$ cat src/design/mdsu_pkg.sv
// mdsu_pkg: opcodes, command codes, timing and reset values for the multiply/divide unit
// assumes a 16-bit instruction word supplied by the core decoder
package mdsu_pkg;
  localparam int unsigned WORD_W        = 32;
  localparam int unsigned HALF_W        = 16;
  localparam int unsigned CLK_PERIOD_NS = 20;
  // halfword multiply takes three core cycles
  localparam int unsigned MUL_CYCLES    = 3;
  // interlock after a divide step when product is read next
  localparam int unsigned STEP_LOCK_CYC = 2;
  localparam logic [31:0] PROD_RST      = 32'h0000_0000;
  localparam logic [15:0] OP_SIGN_FIX   = 16'h9F70;
  localparam logic [7:0]  OP_MUL_S      = 8'hBF;
  localparam logic [7:0]  OP_MUL_U      = 8'hBB;
  localparam logic [11:0] OP_DIV_SSET   = 12'h974;
  localparam logic [11:0] OP_DIV_USET   = 12'h975;
  localparam logic [11:0] OP_DIV_STEP   = 12'h976;
  localparam logic [11:0] OP_DIV_REMFIX = 12'h977;
  localparam logic [15:0] OP_DIV_QFIX   = 16'h9F60;

  typedef enum logic [3:0] {
    MDSU_NONE = 4'h0, MDSU_MULS = 4'h1, MDSU_MULU = 4'h2, MDSU_SSET = 4'h3,
    MDSU_USET = 4'h4, MDSU_STEP = 4'h5, MDSU_REMF = 4'h6, MDSU_QFIX = 4'h7,
    MDSU_SFIX = 4'h8
  } mdsu_cmd_e;
endpackage

$ cat src/design/mdsu_cmd_if.sv
// mdsu_cmd_if: decoded command and operands between decoder and datapath
// assumes a single core clock domain
`timescale 1ns/1ns
interface mdsu_cmd_if;
  mdsu_pkg::mdsu_cmd_e cmd;
  logic                valid;
  logic [31:0]         src_a;
  logic [31:0]         src_b;
  modport dec (output cmd, output valid, output src_a, output src_b);
  modport dp  (input cmd, input valid, input src_a, input src_b);
endinterface

$ cat src/design/mdsu_decode.sv
// mdsu_decode: maps a 16-bit instruction word onto a datapath command
// assumes operand values are already read from the register file
`timescale 1ns/1ns
module mdsu_decode (
  input  wire logic [15:0] instr_in,
  input  wire logic        instr_valid_in,
  input  wire logic [31:0] dest_or_divisor_reg_in,
  input  wire logic [31:0] source_reg_in,
  mdsu_cmd_if.dec          cmd_if
);
  // pure decode; unknown patterns yield no command
  always_comb
  begin
    cmd_if.cmd = mdsu_pkg::MDSU_NONE;
    if (instr_in == mdsu_pkg::OP_SIGN_FIX)
      cmd_if.cmd = mdsu_pkg::MDSU_SFIX;
    else if (instr_in == mdsu_pkg::OP_DIV_QFIX)
      cmd_if.cmd = mdsu_pkg::MDSU_QFIX;
    else if (instr_in[15:8] == mdsu_pkg::OP_MUL_S)
      cmd_if.cmd = mdsu_pkg::MDSU_MULS;
    else if (instr_in[15:8] == mdsu_pkg::OP_MUL_U)
      cmd_if.cmd = mdsu_pkg::MDSU_MULU;
    else if (instr_in[15:4] == mdsu_pkg::OP_DIV_SSET)
      cmd_if.cmd = mdsu_pkg::MDSU_SSET;
    else if (instr_in[15:4] == mdsu_pkg::OP_DIV_USET)
      cmd_if.cmd = mdsu_pkg::MDSU_USET;
    else if (instr_in[15:4] == mdsu_pkg::OP_DIV_STEP)
      cmd_if.cmd = mdsu_pkg::MDSU_STEP;
    else if (instr_in[15:4] == mdsu_pkg::OP_DIV_REMFIX)
      cmd_if.cmd = mdsu_pkg::MDSU_REMF;
  end

  // operands pass straight through
  assign cmd_if.valid = instr_valid_in && (cmd_if.cmd != mdsu_pkg::MDSU_NONE);
  assign cmd_if.src_a = dest_or_divisor_reg_in;
  assign cmd_if.src_b = source_reg_in;
endmodule

$ cat src/design/mdsu_mult.sv
// mdsu_mult: 16x16 halfword multiplier, signed or unsigned
// assumes operands held stable by the caller for the whole operation
`timescale 1ns/1ns
module mdsu_mult (
  input  wire logic [15:0] a_in,
  input  wire logic [15:0] b_in,
  input  wire logic        signed_in,
  output logic      [31:0] prod_out
);
  logic signed [16:0] a_x;
  logic signed [16:0] b_x;
  logic signed [33:0] p_x;
  // one extra bit carries the sign or zero extension
  always_comb
  begin
    a_x      = {signed_in & a_in[15], a_in};
    b_x      = {signed_in & b_in[15], b_in};
    p_x      = a_x * b_x;
    prod_out = p_x[31:0];
  end
endmodule

$ cat src/design/mdsu_top.sv
// mdsu_top: multiply / stepwise-divide datapath with product pair and division flags
// assumes the decoder holds instr and operands until busy drops; one core clock
// Behaviour
// - unsigned halfword multiply: low 16 bits unsigned, product to product_low
// - signed halfword multiply: low 16 bits signed, product to product_low
// - after multiply: N is product_low bit 31, Z when zero, V C kept
// - each halfword multiply completes in exactly MUL_LAT cycles, three by default
// - signed setup: flag0 gets dividend sign, flag1 gets sign xor
// - signed setup: product_high gets sign extension of product_low
// - unsigned setup clears product_high and both division flags
// - step shifts product pair left one, trial adds or subtracts divisor
// - step commits trial and sets quotient bit when flag0 xor flag1 xor carry is zero
// - step sets Z from trial, C from trial carry, N V kept
// - step one cycle, two-cycle interlock if product read follows
// - remainder fix forms trial, updates Z C, clears high if Z
// - quotient fix increments product_low when Z set, flags kept
// - sign fix negates product_low when flag1 set, flags kept
// - sign fix recognised by its fixed sixteen-bit pattern
// - setups and the three fixes each complete in one cycle
// - setups, quotient fix and sign fix leave N Z V C alone
`timescale 1ns/1ns
module mdsu_top #(
  parameter int unsigned MUL_LAT = mdsu_pkg::MUL_CYCLES
) (
  // clock and reset
  input  wire logic        CORE_CLK_IN,
  input  wire logic        SYS_RST_IN,
  // instruction and operands
  input  wire logic [15:0] INSTR_IN,
  input  wire logic        INSTR_VALID_IN,
  input  wire logic [31:0] DEST_OR_DIVISOR_REG_IN,
  input  wire logic [31:0] SOURCE_REG_IN,
  input  wire logic        NEXT_READS_PRODUCT_IN,
  // condition code register in
  input  wire logic [3:0]  CCR_NZVC_IN,
  // results
  output logic [31:0]      PRODUCT_HIGH_OUT,
  output logic [31:0]      PRODUCT_LOW_OUT,
  output logic             DIVIDEND_SIGN_FLAG_OUT,
  output logic             SIGN_DIFFER_FLAG_OUT,
  output logic [3:0]       CCR_NZVC_OUT,
  output logic             CCR_WRITE_OUT,
  output logic             BUSY_OUT,
  output logic             DONE_OUT
);
  localparam int unsigned CW = 2;

  // elaboration check; only these latencies pass, though the two-bit down counter would serve up to 5
  if (MUL_LAT < 2 || MUL_LAT > 3)
  begin : g_bad_mul_lat
    $error("MUL_LAT out of range");
  end

  typedef enum logic [1:0] {
    ST_IDLE = 2'b00, ST_MUL = 2'b01, ST_LOCK = 2'b10
  } mdsu_st_e;

  typedef struct packed {
    mdsu_st_e    st;
    logic [CW-1:0] cnt;
    logic [31:0] hi;
    logic [31:0] lo;
    logic        f0;
    logic        f1;
    logic [3:0]  condition_code_register;
    logic        ccr_wr;
    logic        busy;
    logic        done;
  } mdsu_state_s;

  mdsu_state_s q;
  mdsu_state_s d;

  mdsu_cmd_if cif ();

  mdsu_decode u_mdsu_decode (
    .instr_in               (INSTR_IN),
    .instr_valid_in         (INSTR_VALID_IN),
    .dest_or_divisor_reg_in (DEST_OR_DIVISOR_REG_IN),
    .source_reg_in          (SOURCE_REG_IN),
    .cmd_if                 (cif)
  );

  logic [31:0] mul_p;
  mdsu_mult u_mdsu_mult (
    .a_in      (cif.src_a[15:0]),
    .b_in      (cif.src_b[15:0]),
    .signed_in (cif.cmd == mdsu_pkg::MDSU_MULS),
    .prod_out  (mul_p)
  );

  logic [63:0] shl;
  logic [32:0] trial;
  logic [32:0] trial_r;
  logic        commit;

  // trial arithmetic; carry read as bit 32 of the 33-bit sum or difference
  always_comb
  begin
    shl = {q.hi, q.lo} << 1;
    trial = q.f1 ? ({1'b0, shl[63:32]} + {1'b0, cif.src_a})
                 : ({1'b0, shl[63:32]} - {1'b0, cif.src_a});
    trial_r = q.f1 ? ({1'b0, q.hi} + {1'b0, cif.src_a})
                   : ({1'b0, q.hi} - {1'b0, cif.src_a});
    commit = ~(q.f0 ^ q.f1 ^ trial[32]);
  end

  // next-state: one case per command, the two multiplies sharing one, flags only touched where stated
  always_comb
  begin
    d        = q;
    d.done   = 1'b0;
    d.ccr_wr = 1'b0;
    case (q.st)
      ST_IDLE:
      begin
        d.busy = 1'b0;
        if (cif.valid)
        begin
          d.condition_code_register = CCR_NZVC_IN;
          case (cif.cmd)
            mdsu_pkg::MDSU_MULS, mdsu_pkg::MDSU_MULU:
            begin
              d.st   = ST_MUL;
              d.cnt  = CW'(MUL_LAT - 2);
              d.busy = 1'b1;
            end
            mdsu_pkg::MDSU_SSET:
            begin
              d.f0   = q.lo[31];
              d.f1   = q.lo[31] ^ cif.src_a[31];
              d.hi   = {32{q.lo[31]}};
              d.done = 1'b1;
            end
            mdsu_pkg::MDSU_USET:
            begin
              d.f0   = 1'b0;
              d.f1   = 1'b0;
              d.hi   = mdsu_pkg::PROD_RST;
              d.done = 1'b1;
            end
            mdsu_pkg::MDSU_STEP:
            begin
              d.hi     = commit ? trial[31:0] : shl[63:32];
              d.lo     = {shl[31:1], commit};
              d.condition_code_register[2] = (trial[31:0] == 32'h0000_0000);
              d.condition_code_register[0] = trial[32];
              d.ccr_wr = 1'b1;
              if (NEXT_READS_PRODUCT_IN)
              begin
                d.st   = ST_LOCK;
                d.cnt  = CW'(mdsu_pkg::STEP_LOCK_CYC - 1);
                d.busy = 1'b1;
              end
              else
                d.done = 1'b1;
            end
            mdsu_pkg::MDSU_REMF:
            begin
              d.condition_code_register[2] = (trial_r[31:0] == 32'h0000_0000);
              d.condition_code_register[0] = trial_r[32];
              d.ccr_wr = 1'b1;
              if (trial_r[31:0] == 32'h0000_0000)
                d.hi = mdsu_pkg::PROD_RST;
              d.done = 1'b1;
            end
            mdsu_pkg::MDSU_QFIX:
            begin
              if (CCR_NZVC_IN[2])
                d.lo = q.lo + 32'h0000_0001;
              d.done = 1'b1;
            end
            mdsu_pkg::MDSU_SFIX:
            begin
              if (q.f1)
                d.lo = 32'h0000_0000 - q.lo;
              d.done = 1'b1;
            end
            default:
              d.done = 1'b0;
          endcase
        end
      end
      ST_MUL:
      begin
        if (q.cnt == '0)
        begin
          d.lo     = mul_p;
          d.condition_code_register[3] = mul_p[31];
          d.condition_code_register[2] = (mul_p == 32'h0000_0000);
          d.ccr_wr = 1'b1;
          d.done   = 1'b1;
          d.busy   = 1'b0;
          d.st     = ST_IDLE;
        end
        else
          d.cnt = q.cnt - CW'(1);
      end
      ST_LOCK:
      begin
        if (q.cnt == '0)
        begin
          d.busy = 1'b0;
          d.done = 1'b1;
          d.st   = ST_IDLE;
        end
        else
          d.cnt = q.cnt - CW'(1);
      end
      default:
        d.st = ST_IDLE;
    endcase
  end

  // state register; division flags persist until a setup rewrites them
  always_ff @(posedge CORE_CLK_IN or posedge SYS_RST_IN)
  begin
    if (SYS_RST_IN)
      q <= '0;
    else
      q <= d;
  end

  // outputs straight from the state flops
  assign PRODUCT_HIGH_OUT       = q.hi;
  assign PRODUCT_LOW_OUT        = q.lo;
  assign DIVIDEND_SIGN_FLAG_OUT = q.f0;
  assign SIGN_DIFFER_FLAG_OUT   = q.f1;
  assign CCR_NZVC_OUT           = q.condition_code_register;
  assign CCR_WRITE_OUT          = q.ccr_wr;
  assign BUSY_OUT               = q.busy;
  assign DONE_OUT               = q.done;

  // busy without done: the wait cycles of a multiply or of a step interlock
  logic busy_chk;
  assign busy_chk = BUSY_OUT && !DONE_OUT;
endmodule

$ cat config.mk
export PLATFORM = sky130hd
export DESIGN_NAME = mdsu_top
export DESIGN_NICKNAME = d
export VERILOG_FILES = /design/src/design/mdsu_pkg.sv /design/src/design/mdsu_cmd_if.sv /design/src/design/mdsu_decode.sv /design/src/design/mdsu_mult.sv /design/src/design/mdsu_top.sv
export SDC_FILE = /design/constraint.sdc
export NUM_CORES = 1
export LEC_CHECK = 0
export BUFFER_PORTS_ARGS = -buffer_cell sky130_fd_sc_hd__clkbuf_2
export CAP_MARGIN = 20
export CORE_ASPECT_RATIO = 1.1
export CORE_MARGIN = 2
export CORE_UTILIZATION = 55
export CTS_BUF_LIST = sky130_fd_sc_hd__clkbuf_8
export CTS_CLUSTER_SIZE = 8
export DETAILED_ROUTE_END_ITERATION = 10
export PLACE_DENSITY = 0.85
export SLEW_MARGIN = 40
export SYNTH_ARGS = -nofsm -noshare
export SYNTH_HDL_FRONTEND = slang
export SYNTH_SLANG_ARGS = --single-unit
$ cat constraint.sdc
create_clock -name CORE_CLK_IN -period 14.1 [get_ports CORE_CLK_IN]
set_input_delay 2.82 -clock CORE_CLK_IN [delete_from_list [all_inputs] [get_ports CORE_CLK_IN]]
set_output_delay 2.82 -clock CORE_CLK_IN [all_outputs]
set_load 0.01 [all_outputs]
# Word level (Yosys, flattened, before mapping)
# Index checks and enable logic that the tools add are counted.
# word_totals
word_cells	115
ff_bits	77
input_bits	88
out_inout_bits	73
# op_classes
n_bitwise	6
multipliers	1
n_mux	38
addsub	7
eq_ne	29
reduce_logical	23
# ops
op	count
32-bit two-way mux	5
32-bit one-hot mux with 4 select lines	1
32-bit logical NOT	3
32-bit one-hot mux with 3 select lines	1
77-bit two-way mux	1
32-bit by 32-bit adder with 33-bit output	2
33-bit two-way mux	2
32-bit by 32-bit subtractor with 33-bit output	2
32-bit one-hot mux with 2 select lines	1
12-bit equality test, second input constant	4
32-bit by 1-bit adder with 32-bit output, second input constant	1
16-bit equality test, second input constant	2
17-bit by 17-bit multiplier with 32-bit output	1
4-bit two-way mux	8
1-bit by 32-bit subtractor with 32-bit output, first input constant	1
2-bit one-hot mux with 2 select lines	5
4-bit by 3-bit equality test with 1-bit output, second input constant	4
8-bit equality test, second input constant	2
2-bit inequality test, second input constant	5
3-bit inequality test, second input constant	3
3-bit AND reduction	3
4-bit by 2-bit equality test with 1-bit output, second input constant	2
2-bit two-way mux	4
1-bit one-hot mux with 2 select lines	4
26 further kinds	37

# Logic depth before layout (Yosys ltp)
# Gate-level depths: netlist (run 1).
# logic_depth
ltp_word	15
ltp_mapped	28
ltp_nobuf	26

# Cells and area by module
# A second synthesis (run 1) with hierarchy kept.
# unflattened
cells_unflattened	2779
area_unflattened_um2	22093.7
# by_module_without_submodules
module	area_each_um2	cells_each	instances	seq_area_each_um2
mdsu_mult	10725.3	1194	1	0.0
mdsu_top	10685.2	1494	1	1926.8
mdsu_decode	683.2	91	1	0.0

# Worst setup path before layout (run 1)
# Ideal clock, no wire load.
# synth_path
path_type	input to register
start	input port INSTR_IN[11]
end	register q, in the netlist CCR_NZVC_OUT[2]
t_arrival_ns	10.515
setup_ns	0.067
t_required_ns	14.033
setup_slack_ns	3.518
path_stages	28
path_buffers	3
path_cell_list	clkbuf_1 > nand4_1 > nor2_1 > and3_1 > clkbuf_1 > nand2_1 > inv_1 > fa_1 > inv_1 > fa_1 > fa_1 > fa_1 > fa_1 > fa_1 > inv_1 > ha_1 > clkbuf_1 > a21oi_1 > o21bai_1 > a21oi_1 > or4b_1 > o21a_1 > a21oi_1 > or4b_1 > or4_1 > or4b_1 > o41ai_2 > a311o_1
# synth_via
elab_chain_cells	15
elab_cells_between_ends	31
cone_classes	mul: 1; eq/ne: 12; mux: 12; bitwise: 2; reduce/logical: 4
# synth_rtl
item	line_no	text
start, declared	mdsu_top.sv:29	input wire logic [15:0] INSTR_IN,
12-bit equality test	mdsu_decode.sv:29	else if (instr_in[15:4] == mdsu_pkg::OP_DIV_REMFIX)
3-bit two-way mux	mdsu_decode.sv:29	
4-bit two-way mux	mdsu_decode.sv:27	else if (instr_in[15:4] == mdsu_pkg::OP_DIV_STEP)
4-bit two-way mux	mdsu_decode.sv:25	else if (instr_in[15:4] == mdsu_pkg::OP_DIV_USET)
4-bit two-way mux	mdsu_decode.sv:23	else if (instr_in[15:4] == mdsu_pkg::OP_DIV_SSET)
4-bit two-way mux	mdsu_decode.sv:21	else if (instr_in[15:8] == mdsu_pkg::OP_MUL_U)
4-bit two-way mux	mdsu_decode.sv:19	else if (instr_in[15:8] == mdsu_pkg::OP_MUL_S)
4-bit two-way mux	mdsu_decode.sv:17	else if (instr_in == mdsu_pkg::OP_DIV_QFIX)
4-bit two-way mux (*)	mdsu_decode.sv:15	if (instr_in == mdsu_pkg::OP_SIGN_FIX)
4-bit by 1-bit equality test with 1-bit output	mdsu_top.sv:88	.signed_in (cif.cmd == mdsu_pkg::MDSU_MULS),
1-bit AND, on equally long branches	mdsu_mult.sv:16, mdsu_mult.sv:17	
17-bit by 17-bit multiplier with 32-bit output	mdsu_mult.sv:18	p_x = a_x * b_x;
32-bit logical NOT	mdsu_top.sv:190	d.condition_code_register[2] = (mul_p == 32'h0000_0000);
2-bit two-way mux	mdsu_top.sv:186	if (q.cnt == '0)
2-bit one-hot mux with 2 select lines	mdsu_top.sv:114	case (q.st)
end signal, assigned	mdsu_top.sv:219	q <= '0;
end signal, assigned	mdsu_top.sv:221	q <= d;
end, declared	mdsu_top.sv:71	mdsu_state_s q;
# Every way passes the cells marked *; elsewhere a longest branch is shown, timed or not. The select of a mux whose other input is x is not followed.
# A chain may end at the register's enable or synchronous reset.

# Worst setup path in the final report (run 1)
# Ends and elaborated chain as after synthesis.

==> results_dict.tcl, run 1 <==
set metrics [dict create \
    outcome "finished, final reports clean" \
    first_pass_iters 6 \
    tightestPinTransition_ns 0.848 \
    num_io_pins 161 \
    multiInputGateArea_mm2 0.0171 \
    rsz0062_at_grt "no" \
    synth_area_leaders "fa_1, dfrtp_1, ha_1" \
    gp_congestion 0.944 \
    startpoint_type "primary input" \
    cts_resized 0 \
    fin_crit_sh_pct 81.7 \
    viasPerCell 6.18 \
    path_max_fanout 14 \
    num_vias 19000 \
    rows 75 \
    cts_made_buffers 9 \
    hpwl_um 48000 \
    cts_buffer_depth 2 \
    ys_seq_area_share_pct 9.03 \
    grtUsageTotal_pct 30.6 \
    worstSkewPairLatency_ns 0.39 \
    max_slew_margin_pct 43.3 \
    syn-cell-area_mm2 0.0213 \
    dieHeight_um 211 \
    synth_nets 3135 \
    ctsHoldBuffers 0 \
    power_mw 3.69 \
    rrSetupSlack_ns 8.68 \
    routed_wl_um 61100 \
    worstSetupPathType "primary input to flop" \
    h-tree-depth 3 \
    design_area_mm2 0.0220 \
    fp.dieW_um 192 \
    wl_per_cell_um 19.9 \
    numClockSinks 77 \
    portBuffers 144 \
    grt_pass1_vias 19400 \
    tns_ns 0 \
    grt_pass1_wl_um 98100 \
    ys_async_sr_fraction_pct 100 \
    postCtsSetupRepairBufs 0 \
    root_buffer "clkbuf_8" \
    die-area_mm2 0.0404 \
    drt_iter0_markers 1670 \
    whs_path_depth 2 \
    synth_cell_type_count 77 \
    clkPwrFrac_pct 5.5 \
    core_mm2 0.0382 \
    clock.fmax_mhz 86.8 \
    critPathArrivalTime_ns 11.84 \
    nFillCells 3275 \
    clkSlewWorstSetupHoldPaths_ns 0.11 \
    final_util_pct 57.7 \
    end_kind "flop" \
    drive_gt1_share_pct 7.68 \
    drc 0 \
    slew_violations 0 \
    nets 3100 \
    power_leakage_nw 9.88 \
    hp-class "flop to flop" \
    p_per_area_mw_per_mm2 168 \
    swShare_pct 57.8 \
    area_growth_pct 3.29 \
    p_sw_mw 2.14 \
    dp_slack_ns 2.30 \
    finalClockSkew_ns 0.0184 \
    fin_crit_ns 11.52 \
    initial_core_util_pct 55.9 \
    netlist.top_cell.by_area "fa_1" \
    yosysWarnings 0 \
    synth_flop_cell "dfrtp_1" \
    intPower_mw 1.56 \
    cts_tree "yes" \
    maxCapViolCount 0 \
    placed_area_mm2 0.0218 \
    r2r_cells 16 \
    p_comb_share_pct 87.5 \
    grt_max_degree 78 \
    postRouteAntennaNets 0 \
    final_hold_viol_count 0 \
    grt_antenna_before_repair 1 \
    setup_viol 0 \
    seqPwrFrac_pct 7.0 \
    worst_slack_ns 2.58 \
    yosys_register_bits 77 \
    syn_inst 2609 \
    ir_drop_v 0.000347 \
    crit_required_ns 14.42 \
    seqCellArea_mm2 0.00193 \
    yosys.area.top_type_share_pct 26.6 \
    synth_enable_flop_cells 0 \
    syn_avg_cell_area_um2 8.18 \
    overflow 0 \
]
==> power groups by stage <==
| stage | Combinational [mW] | Clock (mW) | Sequential [mW] |
|---|---|---|---|
| 3_5_place_dp | 3.17 | 0 | 0.260 |
| 3_3_place_gp | 3.08 | 0 | 0.259 |
| 4_1_cts | 3.18 | 0.202 | 0.256 |
| 5_1_grt | 3.50 | 0.213 | 0.259 |
| 2_1_floorplan | 2.29 | 0 | 0.240 |
| 6_report | 3.23 | 0.204 | 0.257 |
==> sequential cells by signal, summed over array words and instances (netlist names) <==
name	cells
PRODUCT_HIGH_OUT	32
PRODUCT_LOW_OUT	32
CCR_NZVC_OUT	4
q	4
BUSY_OUT	1
CCR_WRITE_OUT	1
DIVIDEND_SIGN_FLAG_OUT	1
DONE_OUT	1
SIGN_DIFFER_FLAG_OUT	1
==> cells in the final DEF, fill, tap and decap left out, types with 17 or more instances in the layout <==
| cell | n |
|---|---|
| mux2i_1 | 35 |
| fa_1 | 284 |
| or4_1 | 20 |
| nand2_1 | 158 |
| o21a_1 | 17 |
| xor2_1 | 57 |
| o22a_1 | 32 |
| nor2_1 | 163 |
| xnor2_1 | 75 |
| nand3_1 | 36 |
| a21o_1 | 38 |
| nand4_1 | 19 |
| inv_1 | 352 |
| a21oi_1 | 141 |
| nor3_1 | 42 |
| and2_1 | 266 |
| dfrtp_1 | 77 |
| o211ai_1 | 21 |
| clkbuf_2 | 144 |
| o21ai_0 | 120 |
| nor2b_1 | 19 |
| a31oi_1 | 18 |
| ha_1 | 154 |
| and3_1 | 19 |
| a211oi_1 | 23 |
==> per-layer routing <==
metal	GRT usage [%]	share of wire (%)
met4	15.2	5.3
met1	35.6	37
met2	54.8	51
met5	0	0.016
met3	4.06	6.8
==> worst max-delay path, cell delays in order <==
cell      delay (ns)
clkbuf_2        0.18
nand4_1         0.13
nor2_1          0.68
and3_1          0.61
nand2_1         0.20
inv_1           0.16
fa_1            0.48
inv_1           0.21
fa_1            0.48
fa_1            0.50
fa_1            0.59
fa_1            0.44
fa_1            0.49
inv_1           0.04
ha_1            0.38
a21oi_1         0.29
o21bai_1        0.11
a21oi_1         0.25
or4b_1          0.46
o21a_1          0.20
a21oi_1         0.11
or4b_1          0.44
or4_1           0.50
or4b_1          0.58
o41ai_2         0.31
a311o_1         0.17
==> cells by family after synthesis <==
kind of cell / after synthesis / share of synthesized area [%]
buffers and inverters: 558 / 11.0
multiplexers: 40 / 1.91
XOR/XNOR: 133 / 5.46
AO/OA/AOI/OAI: 545 / 16.7
AND/OR/NAND/NOR: 818 / 20.2
flip-flops: 77 / 9.03
adder cells (fa/ha/maj): 438 / 35.7
==> final cells by class <==
cell class              count  area share [%]
inverters                 354            6.04
clock buffers              10           0.625
repair buffers            158            3.87
flip-flops and latches     77            8.74
multi-input cells        1974            77.6
well taps                 500            2.84
diodes                      1          0.0114
clock inverters             6           0.324
==> metrics by stage <==
step / hold slack (ns) / instances
2_1_floorplan: 0.451 / 2609
3_3_place_gp: 0.468 / 3062
3_5_place_dp: 0.492 / 3063
4_1_cts: 0.517 / 3079
5_1_grt: 0.552 / 3079
6_report: 0.515 / 3080
==> worst paths after layout <==
kind	start	end
worst max-delay path	INSTR_IN[11]	CCR_NZVC_OUT[2]$_DFFE_PP0P_
max in group asynchronous	SYS_RST_IN	PRODUCT_HIGH_OUT[2]$_DFFE_PP0P_
worst max register to register	SIGN_DIFFER_FLAG_OUT$_DFFE_PP0P_	PRODUCT_HIGH_OUT[20]$_DFFE_PP0P_
min in group asynchronous	SYS_RST_IN	CCR_NZVC_OUT[1]$_DFFE_PP0P_
worst min register to register	CCR_NZVC_OUT[0]$_DFFE_PP0P_	CCR_NZVC_OUT[0]$_DFFE_PP0P_
worst min-delay path	CCR_NZVC_OUT[0]$_DFFE_PP0P_	CCR_NZVC_OUT[0]$_DFFE_PP0P_
==> synthesized netlist by cell type (8+ instances only) <==
cell type  number
a211oi_1       23
a21o_1         38
a21oi_1       142
a22oi_1        14
a31oi_1        18
a41oi_1         9
and2_1        266
and3_1         19
buf_4          68
clkbuf_1      129
dfrtp_1        77
fa_1          284
ha_1          154
inv_1         352
mux2i_1        35
nand2_1       158
nand2b_1       16
nand3_1        36
nand4_1        19
nor2_1        165
nor2b_1        19
nor3_1         42
nor4_1         13
o211ai_1       21
o21a_1         17
o21ai_0       120
o21ai_1         8
o21bai_1       13
o22a_1         32
o22ai_1        10
or3_1           8
or4_1          20
xnor2_1        76
xor2_1         57
Power figures use the tool's default switching activity.
==> inputs of run 2 (changes only) <==
Settings changed: ABC_AREA set to 1, PLACE_DENSITY 0.85 to 0.84.
Clock period 14.1 ns to 11.9 ns, I/O delays scaled along.
==> run 2 against run 1 <==
Setup slack lost 0.16 ns; flip-flop and latch count unchanged; worst hold slack worse by 0.028 ns; global-route usage rose by 2.3 points; synthesized cell count grew 55%; clock-buffer cell count is 1 lower; highest routed layer is now met4; clock power up 26%; first-iteration DRC count rose by 42%.
==> results_dict.tcl, run 2 <==
set metrics [dict create \
    clock.fmax_mhz 105 \
    rsz0062_at_grt "no" \
    finalClockSkew_ns 0.0125 \
    numClockSinks 77 \
    seqCellArea_mm2 0.00193 \
    gp_congestion 1.07 \
    fin_cells 4602 \
    drive_gt1_share_pct 6.98 \
    grtUsageTotal_pct 32.9 \
    syn_avg_cell_area_um2 6.27 \
    num_vias 25200 \
    tns_ns 0 \
    max_stage_delay_ns 0.58 \
    h-tree-depth 3 \
    tightestPinTransition_ns 0.914 \
    grt_antenna_before_repair 0 \
    routed_wl_um 77800 \
    synth_nets 4572 \
    initial_core_util_pct 55.7 \
    postCtsSetupRepairBufs 0 \
    path_max_fanout 16 \
    rrSetupSlack_ns 6.78 \
    worstSkewPairLatency_ns 0.41 \
    die-area_mm2 0.0478 \
    whs_path_depth 2 \
    hp-class "flop to flop" \
    cts_tree "yes" \
    diodes 0 \
    wl_per_cell_um 16.9 \
    nets 4535 \
    portBuffers 144 \
    num_io_pins 161 \
    grt_pass1_wl_um 126000 \
    cts_resized 0 \
    viasPerCell 5.47 \
    yosysMostFrequentCell "nand2_1" \
    max_slew_margin_pct 38.7 \
    drc 0 \
    r2r_cells 20 \
    setup_viol 0 \
    end_kind "flop" \
    ys_seq_area_share_pct 7.60 \
    min_to "CCR_NZVC_OUT[1]$_DFFE_PP0P_" \
    maxCapViolCount 0 \
    core_mm2 0.0456 \
    worst_slack_ns 2.41 \
    fin_crit_ns 9.49 \
    ctsHoldBuffers 0 \
    placed_area_mm2 0.0257 \
    area_growth_pct 2.35 \
    worstHoldStart "CCR_NZVC_OUT[1]$_DFFE_PP0P_" \
    yosysWarnings 0 \
    yosys.area.top_type_share_pct 22.4 \
    grt_max_degree 78 \
    postRouteAntennaNets 0 \
    crit_family "adder cells" \
    dieHeight_um 229 \
    slowest_stage "nand2_1" \
    synth_enable_flop_cells 0 \
    final_hold_viol_count 0 \
    worstSetupPathType "primary input to flop" \
    netlist.top_cell.by_area "fa_1" \
    synth_flop_cell "dfrtp_1" \
    ys_async_sr_fraction_pct 100 \
    yosys_register_bits 77 \
    dp_slack_ns 2.10 \
    p_per_area_mw_per_mm2 178 \
    final_cell_mix "nand2_1, inv_1, fa_1, nor2_1, nand3_1" \
    power_leakage_nw 14.7 \
    cts_made_buffers 9 \
    critPathArrivalTime_ns 9.83 \
    rr_startpoint "SIGN_DIFFER_FLAG_OUT$_DFFE_PP0P_" \
    multiInputGateArea_mm2 0.0184 \
    synth_area_leaders "fa_1, nand2_1, inv_1" \
    nFillCells 4442 \
    synth_cell_type_count 59 \
    crit_required_ns 12.25 \
    root_buffer "clkbuf_8" \
    synthTopCellsByCount "nand2_1, inv_1, fa_1" \
    grt_pass1_vias 24600 \
    design_area_mm2 0.0260 \
    rows 82 \
    overflow 0 \
    r2r_end "PRODUCT_HIGH_OUT[1]$_DFFE_PP0P_" \
    syn-cell-area_mm2 0.0254 \
    outcome "finished, final reports clean" \
    startpoint_type "primary input" \
    hpwl_um 63500 \
    cts_buffer_depth 2 \
    dp.cells 4586 \
    slew_violations 0 \
    path_buf_inv 6 \
    syn_inst 4046 \
    final_common_cell "nand2_1" \
    fp.dieW_um 209 \
    fin_crit_sh_pct 79.7 \
    drt_iter0_markers 2370 \
    ir_drop_v 0.000281 \
    first_pass_iters 6 \
    clkSlewWorstSetupHoldPaths_ns 0.09 \
]
[run 2: report_power, final]
part           switching [mW]  leakage, nW  internal [mW]
registers             0.00190        0.754          0.264
clock network           0.119        0.121          0.138
logic                    2.72         13.8           1.38
[run 2: area by class of cell]
| type | count | share of cell area, % |
|---|---|---|
| multi-input cells | 2745 | 71.0 |
| inverters | 1027 | 14.9 |
| flip-flops and latches | 77 | 7.42 |
| repair buffers | 149 | 2.95 |
| well taps | 588 | 2.83 |
| clock buffers | 9 | 0.477 |
| clock inverters | 7 | 0.444 |
[run 2: per-layer routing]
metal,global-route usage (%),up-vias,routed length [um]
li1,-,12000,-
met1,38.8,11700,29400
met2,57.2,1182,37700
met3,4.55,285,5890
met4,19.3,0,4780
met5,0,-,0
[run 2: stage by stage]
step	power [mW]	hold slack, ns	util, %
final	4.62	0.487	57.0
after global routing	5.11	0.514	57.0
after CTS	4.58	0.496	57.0
after detailed placement	4.29	0.477	56.4
after global placement	4.24	0.460	56.4
after floorplan	3.15	0.443	-
[run 2: logic make-up after synthesis]
family	Yosys count	synth area share, %
DFF	77	7.60
and+or+nand+nor	1860	31.8
buffers and inverters	1224	19.7
AOI/OAI and AO/OA	364	7.98
adders and majority gates	438	30.0
xor gates and xnor gates	83	2.87
[run 2: tightest hold or removal path: stages (launching register included)]
cell and delay, ns:
dfrtp_1 0.36, nand2_1 0.06, nand2_1 0.05
[run 2: worst max path at each step]
stage | start | end | slack, ns | cells after the start
global route | INSTR_IN[9] | CCR_NZVC_OUT[2]$_DFFE_PP0P_ | 1.98 | 31
CTS | INSTR_IN[9] | CCR_NZVC_OUT[2]$_DFFE_PP0P_ | 2.51 | 31
finish | INSTR_IN[9] | CCR_NZVC_OUT[2]$_DFFE_PP0P_ | 2.41 | 31
detailed placement | INSTR_IN[9] | CCR_NZVC_OUT[2]$_DFFE_PP0P_ | 2.10 | 31
global placement | INSTR_IN[9] | CCR_NZVC_OUT[2]$_DFFE_PP0P_ | 2.20 | 31
floorplan | INSTR_IN[9] | CCR_NZVC_OUT[2]$_DFFE_PP0P_ | 3.48 | 31
==> inputs of run 3 (changes only) <==
Settings changed: ABC_AREA 1 to 0, PLACE_DENSITY 0.84 to 0.85.
Clock period 11.9 ns to 9.4 ns, I/O delays scaled along.
==> run 3 against run 2 <==
First-iteration DRC count decreased by 33%; register-to-register slack worse by 3.0 ns; non-clock buffer count is 110 higher; sequential power rose by 45%; combinational power up 41%; sequential share of layout area grew 1.0 points; power is 40% higher; design area decreased by 12%; die area decreased by 16%; global-route usage is 1.3 points lower; worst hold slack better by 0.014 ns; critical path depth decreased by 4; critical endpoint unchanged.
==> results_dict.tcl, run 3 (synthesis results as in run 1) <==
set metrics [dict create \
    setup_viol 0 \
    multiInputGateArea_mm2 0.0171 \
    crit_family "adder cells" \
    crit_required_ns 9.74 \
    grtUsageTotal_pct 31.6 \
    overflow 0 \
    path_max_fanout 5 \
    clock.fmax_mhz 108 \
    num_io_pins 161 \
    wl_per_cell_um 19.7 \
    outcome "finished, final reports clean" \
    nets 3201 \
    grt_pass1_vias 19800 \
    fp.dieW_um 192 \
    seqCellArea_mm2 0.00193 \
    final_cell_mix "inv_1, fa_1, and2_1, nor2_1, nand2_1" \
    cp.depth 27 \
    max_slew_margin_pct 43.6 \
    power_leakage_nw 10.4 \
    path_buf_inv 5 \
    rr_startpoint "SIGN_DIFFER_FLAG_OUT$_DFFE_PP0P_" \
    design_area_mm2 0.0228 \
    r2r_end "CCR_NZVC_OUT[2]$_DFFE_PP0P_" \
    final_util_pct 59.7 \
    numClockSinks 77 \
    dieHeight_um 211 \
    drc 0 \
    crit_path_start "INSTR_IN[14]" \
    worstSetupPathType "primary input to flop" \
    rrSetupSlack_ns 3.78 \
    postRouteAntennaNets 0 \
    die-area_mm2 0.0404 \
    drive_gt1_share_pct 11.2 \
    final_common_cell "inv_1" \
    ir_drop_v 0.000536 \
    worstSkewPairLatency_ns 0.41 \
    initial_core_util_pct 55.9 \
    rows 75 \
    hp-class "flop to flop" \
    placed_area_mm2 0.0225 \
    nFillCells 3218 \
    max_stage_delay_ns 0.54 \
    h-tree-depth 3 \
    rsz0062_at_grt "no" \
    grt_antenna_before_repair 3 \
    fin_crit_ns 9.23 \
    end_kind "flop" \
    fin_crit_sh_pct 98.2 \
    critPathArrivalTime_ns 9.57 \
    finalClockSkew_ns 0.0264 \
    tns_ns 0 \
    cts_made_buffers 9 \
    area_growth_pct 6.87 \
    grt_pass1_wl_um 101000 \
    num_vias 19400 \
    cts_tree "yes" \
    slowest_stage "or4b_4" \
    drt_iter0_markers 1599 \
    root_buffer "clkbuf_8" \
    slew_violations 0 \
    startpoint_type "primary input" \
    portBuffers 144 \
    worst_slack_ns 0.172 \
    cp-endpoint "CCR_NZVC_OUT[2]$_DFFE_PP0P_" \
    tightestPinTransition_ns 0.846 \
    gp_congestion 0.952 \
    final_hold_viol_count 0 \
    grt_max_degree 78 \
    core_mm2 0.0382 \
    r2r_cells 15 \
    first_pass_iters 6 \
    clkSlewWorstSetupHoldPaths_ns 0.10 \
    dp_slack_ns -0.219 \
    cts_buffer_depth 2 \
    cp_common_cell "fa_1" \
    maxCapViolCount 0 \
    p_per_area_mw_per_mm2 284 \
    routed_wl_um 62800 \
    hpwl_um 51100 \
    viasPerCell 6.08 \
]
## run 3: changes by cell type in the layout (fill, tap and decap cells not counted), moves of 32 or more
cell | before | now
nand3_1 | 238 | 36
inv_1 | 1000 | 351
o22a_1 | 0 | 32
and2_1 | 9 | 266
o21ai_0 | 87 | 120
nand4_1 | 71 | 19
nor2_1 | 262 | 162
mux2i_1 | 0 | 35
a21o_1 | 2 | 38
nand2_1 | 1116 | 158
o21ai_1 | 71 | 8
xnor2_1 | 34 | 75
buf_4 | 4 | 114
## run 3: layer usage
| layer | vias up | global-route usage (%) | part of all wire, % |
|---|---|---|---|
| met5 | - | 0 | 0.043 |
| met4 | 4 | 18.4 | 6.6 |
| met2 | 858 | 55.1 | 50 |
| met1 | 9481 | 36.8 | 37 |
| met3 | 269 | 4.88 | 6.7 |
| li1 | 8741 | - | - |
## run 3: worst min-delay path: stages (launching register included)
cell and delay, ns:
dfrtp_1 0.36, nand2_1 0.05, o21ai_0 0.06
## run 3: power by group
part / switching, mW / internal (mW) / total [mW]
sequential: 0.0417 / 0.345 / 0.387
clock: 0.153 / 0.151 / 0.304
combinational: 3.19 / 2.60 / 5.79
## run 3: what timing repair did
| action | in CTS | in global routing |
|---|---|---|
| resized for setup | 0 | 4 |
| endpoints found under the setup margin | 0 | 1 |
| hold buffers | 0 | 0 |
| setup buffers | 0 | 0 |
## run 3: worst min-delay path by stage
stage                                     start                           to  slack, ns  depth (start not counted)
floorplan           CCR_NZVC_OUT[0]$_DFFE_PP0P_  CCR_NZVC_OUT[0]$_DFFE_PP0P_       0.45                          2
global placement    CCR_NZVC_OUT[0]$_DFFE_PP0P_  CCR_NZVC_OUT[0]$_DFFE_PP0P_       0.47                          2
detailed placement  CCR_NZVC_OUT[0]$_DFFE_PP0P_  CCR_NZVC_OUT[0]$_DFFE_PP0P_       0.48                          2
CTS                 CCR_NZVC_OUT[0]$_DFFE_PP0P_  CCR_NZVC_OUT[0]$_DFFE_PP0P_       0.50                          2
global route        CCR_NZVC_OUT[1]$_DFFE_PP0P_  CCR_NZVC_OUT[1]$_DFFE_PP0P_       0.54                          1
finish              CCR_NZVC_OUT[0]$_DFFE_PP0P_  CCR_NZVC_OUT[0]$_DFFE_PP0P_       0.50                          2
## run 3: cell type report
class	instances	area share, %
Antenna cell	2	0.0219
Clock buffer	9	0.543
Clock inverter	7	0.428
Inverter	354	5.83
Multi-Input combinational cell	1974	75.0
Sequential cell	77	8.45
Tap cell	500	2.74
Timing Repair Buffer	259	6.97
## run 3: metrics by stage
stage	hold WS, ns	std cells	total power, mW
floorplan	0.451	2609	3.79
global placement	0.467	3164	5.91
detailed placement	0.482	3164	6.05
CTS	0.504	3180	6.40
global route	0.543	3180	7.01
finish	0.501	3182	6.48
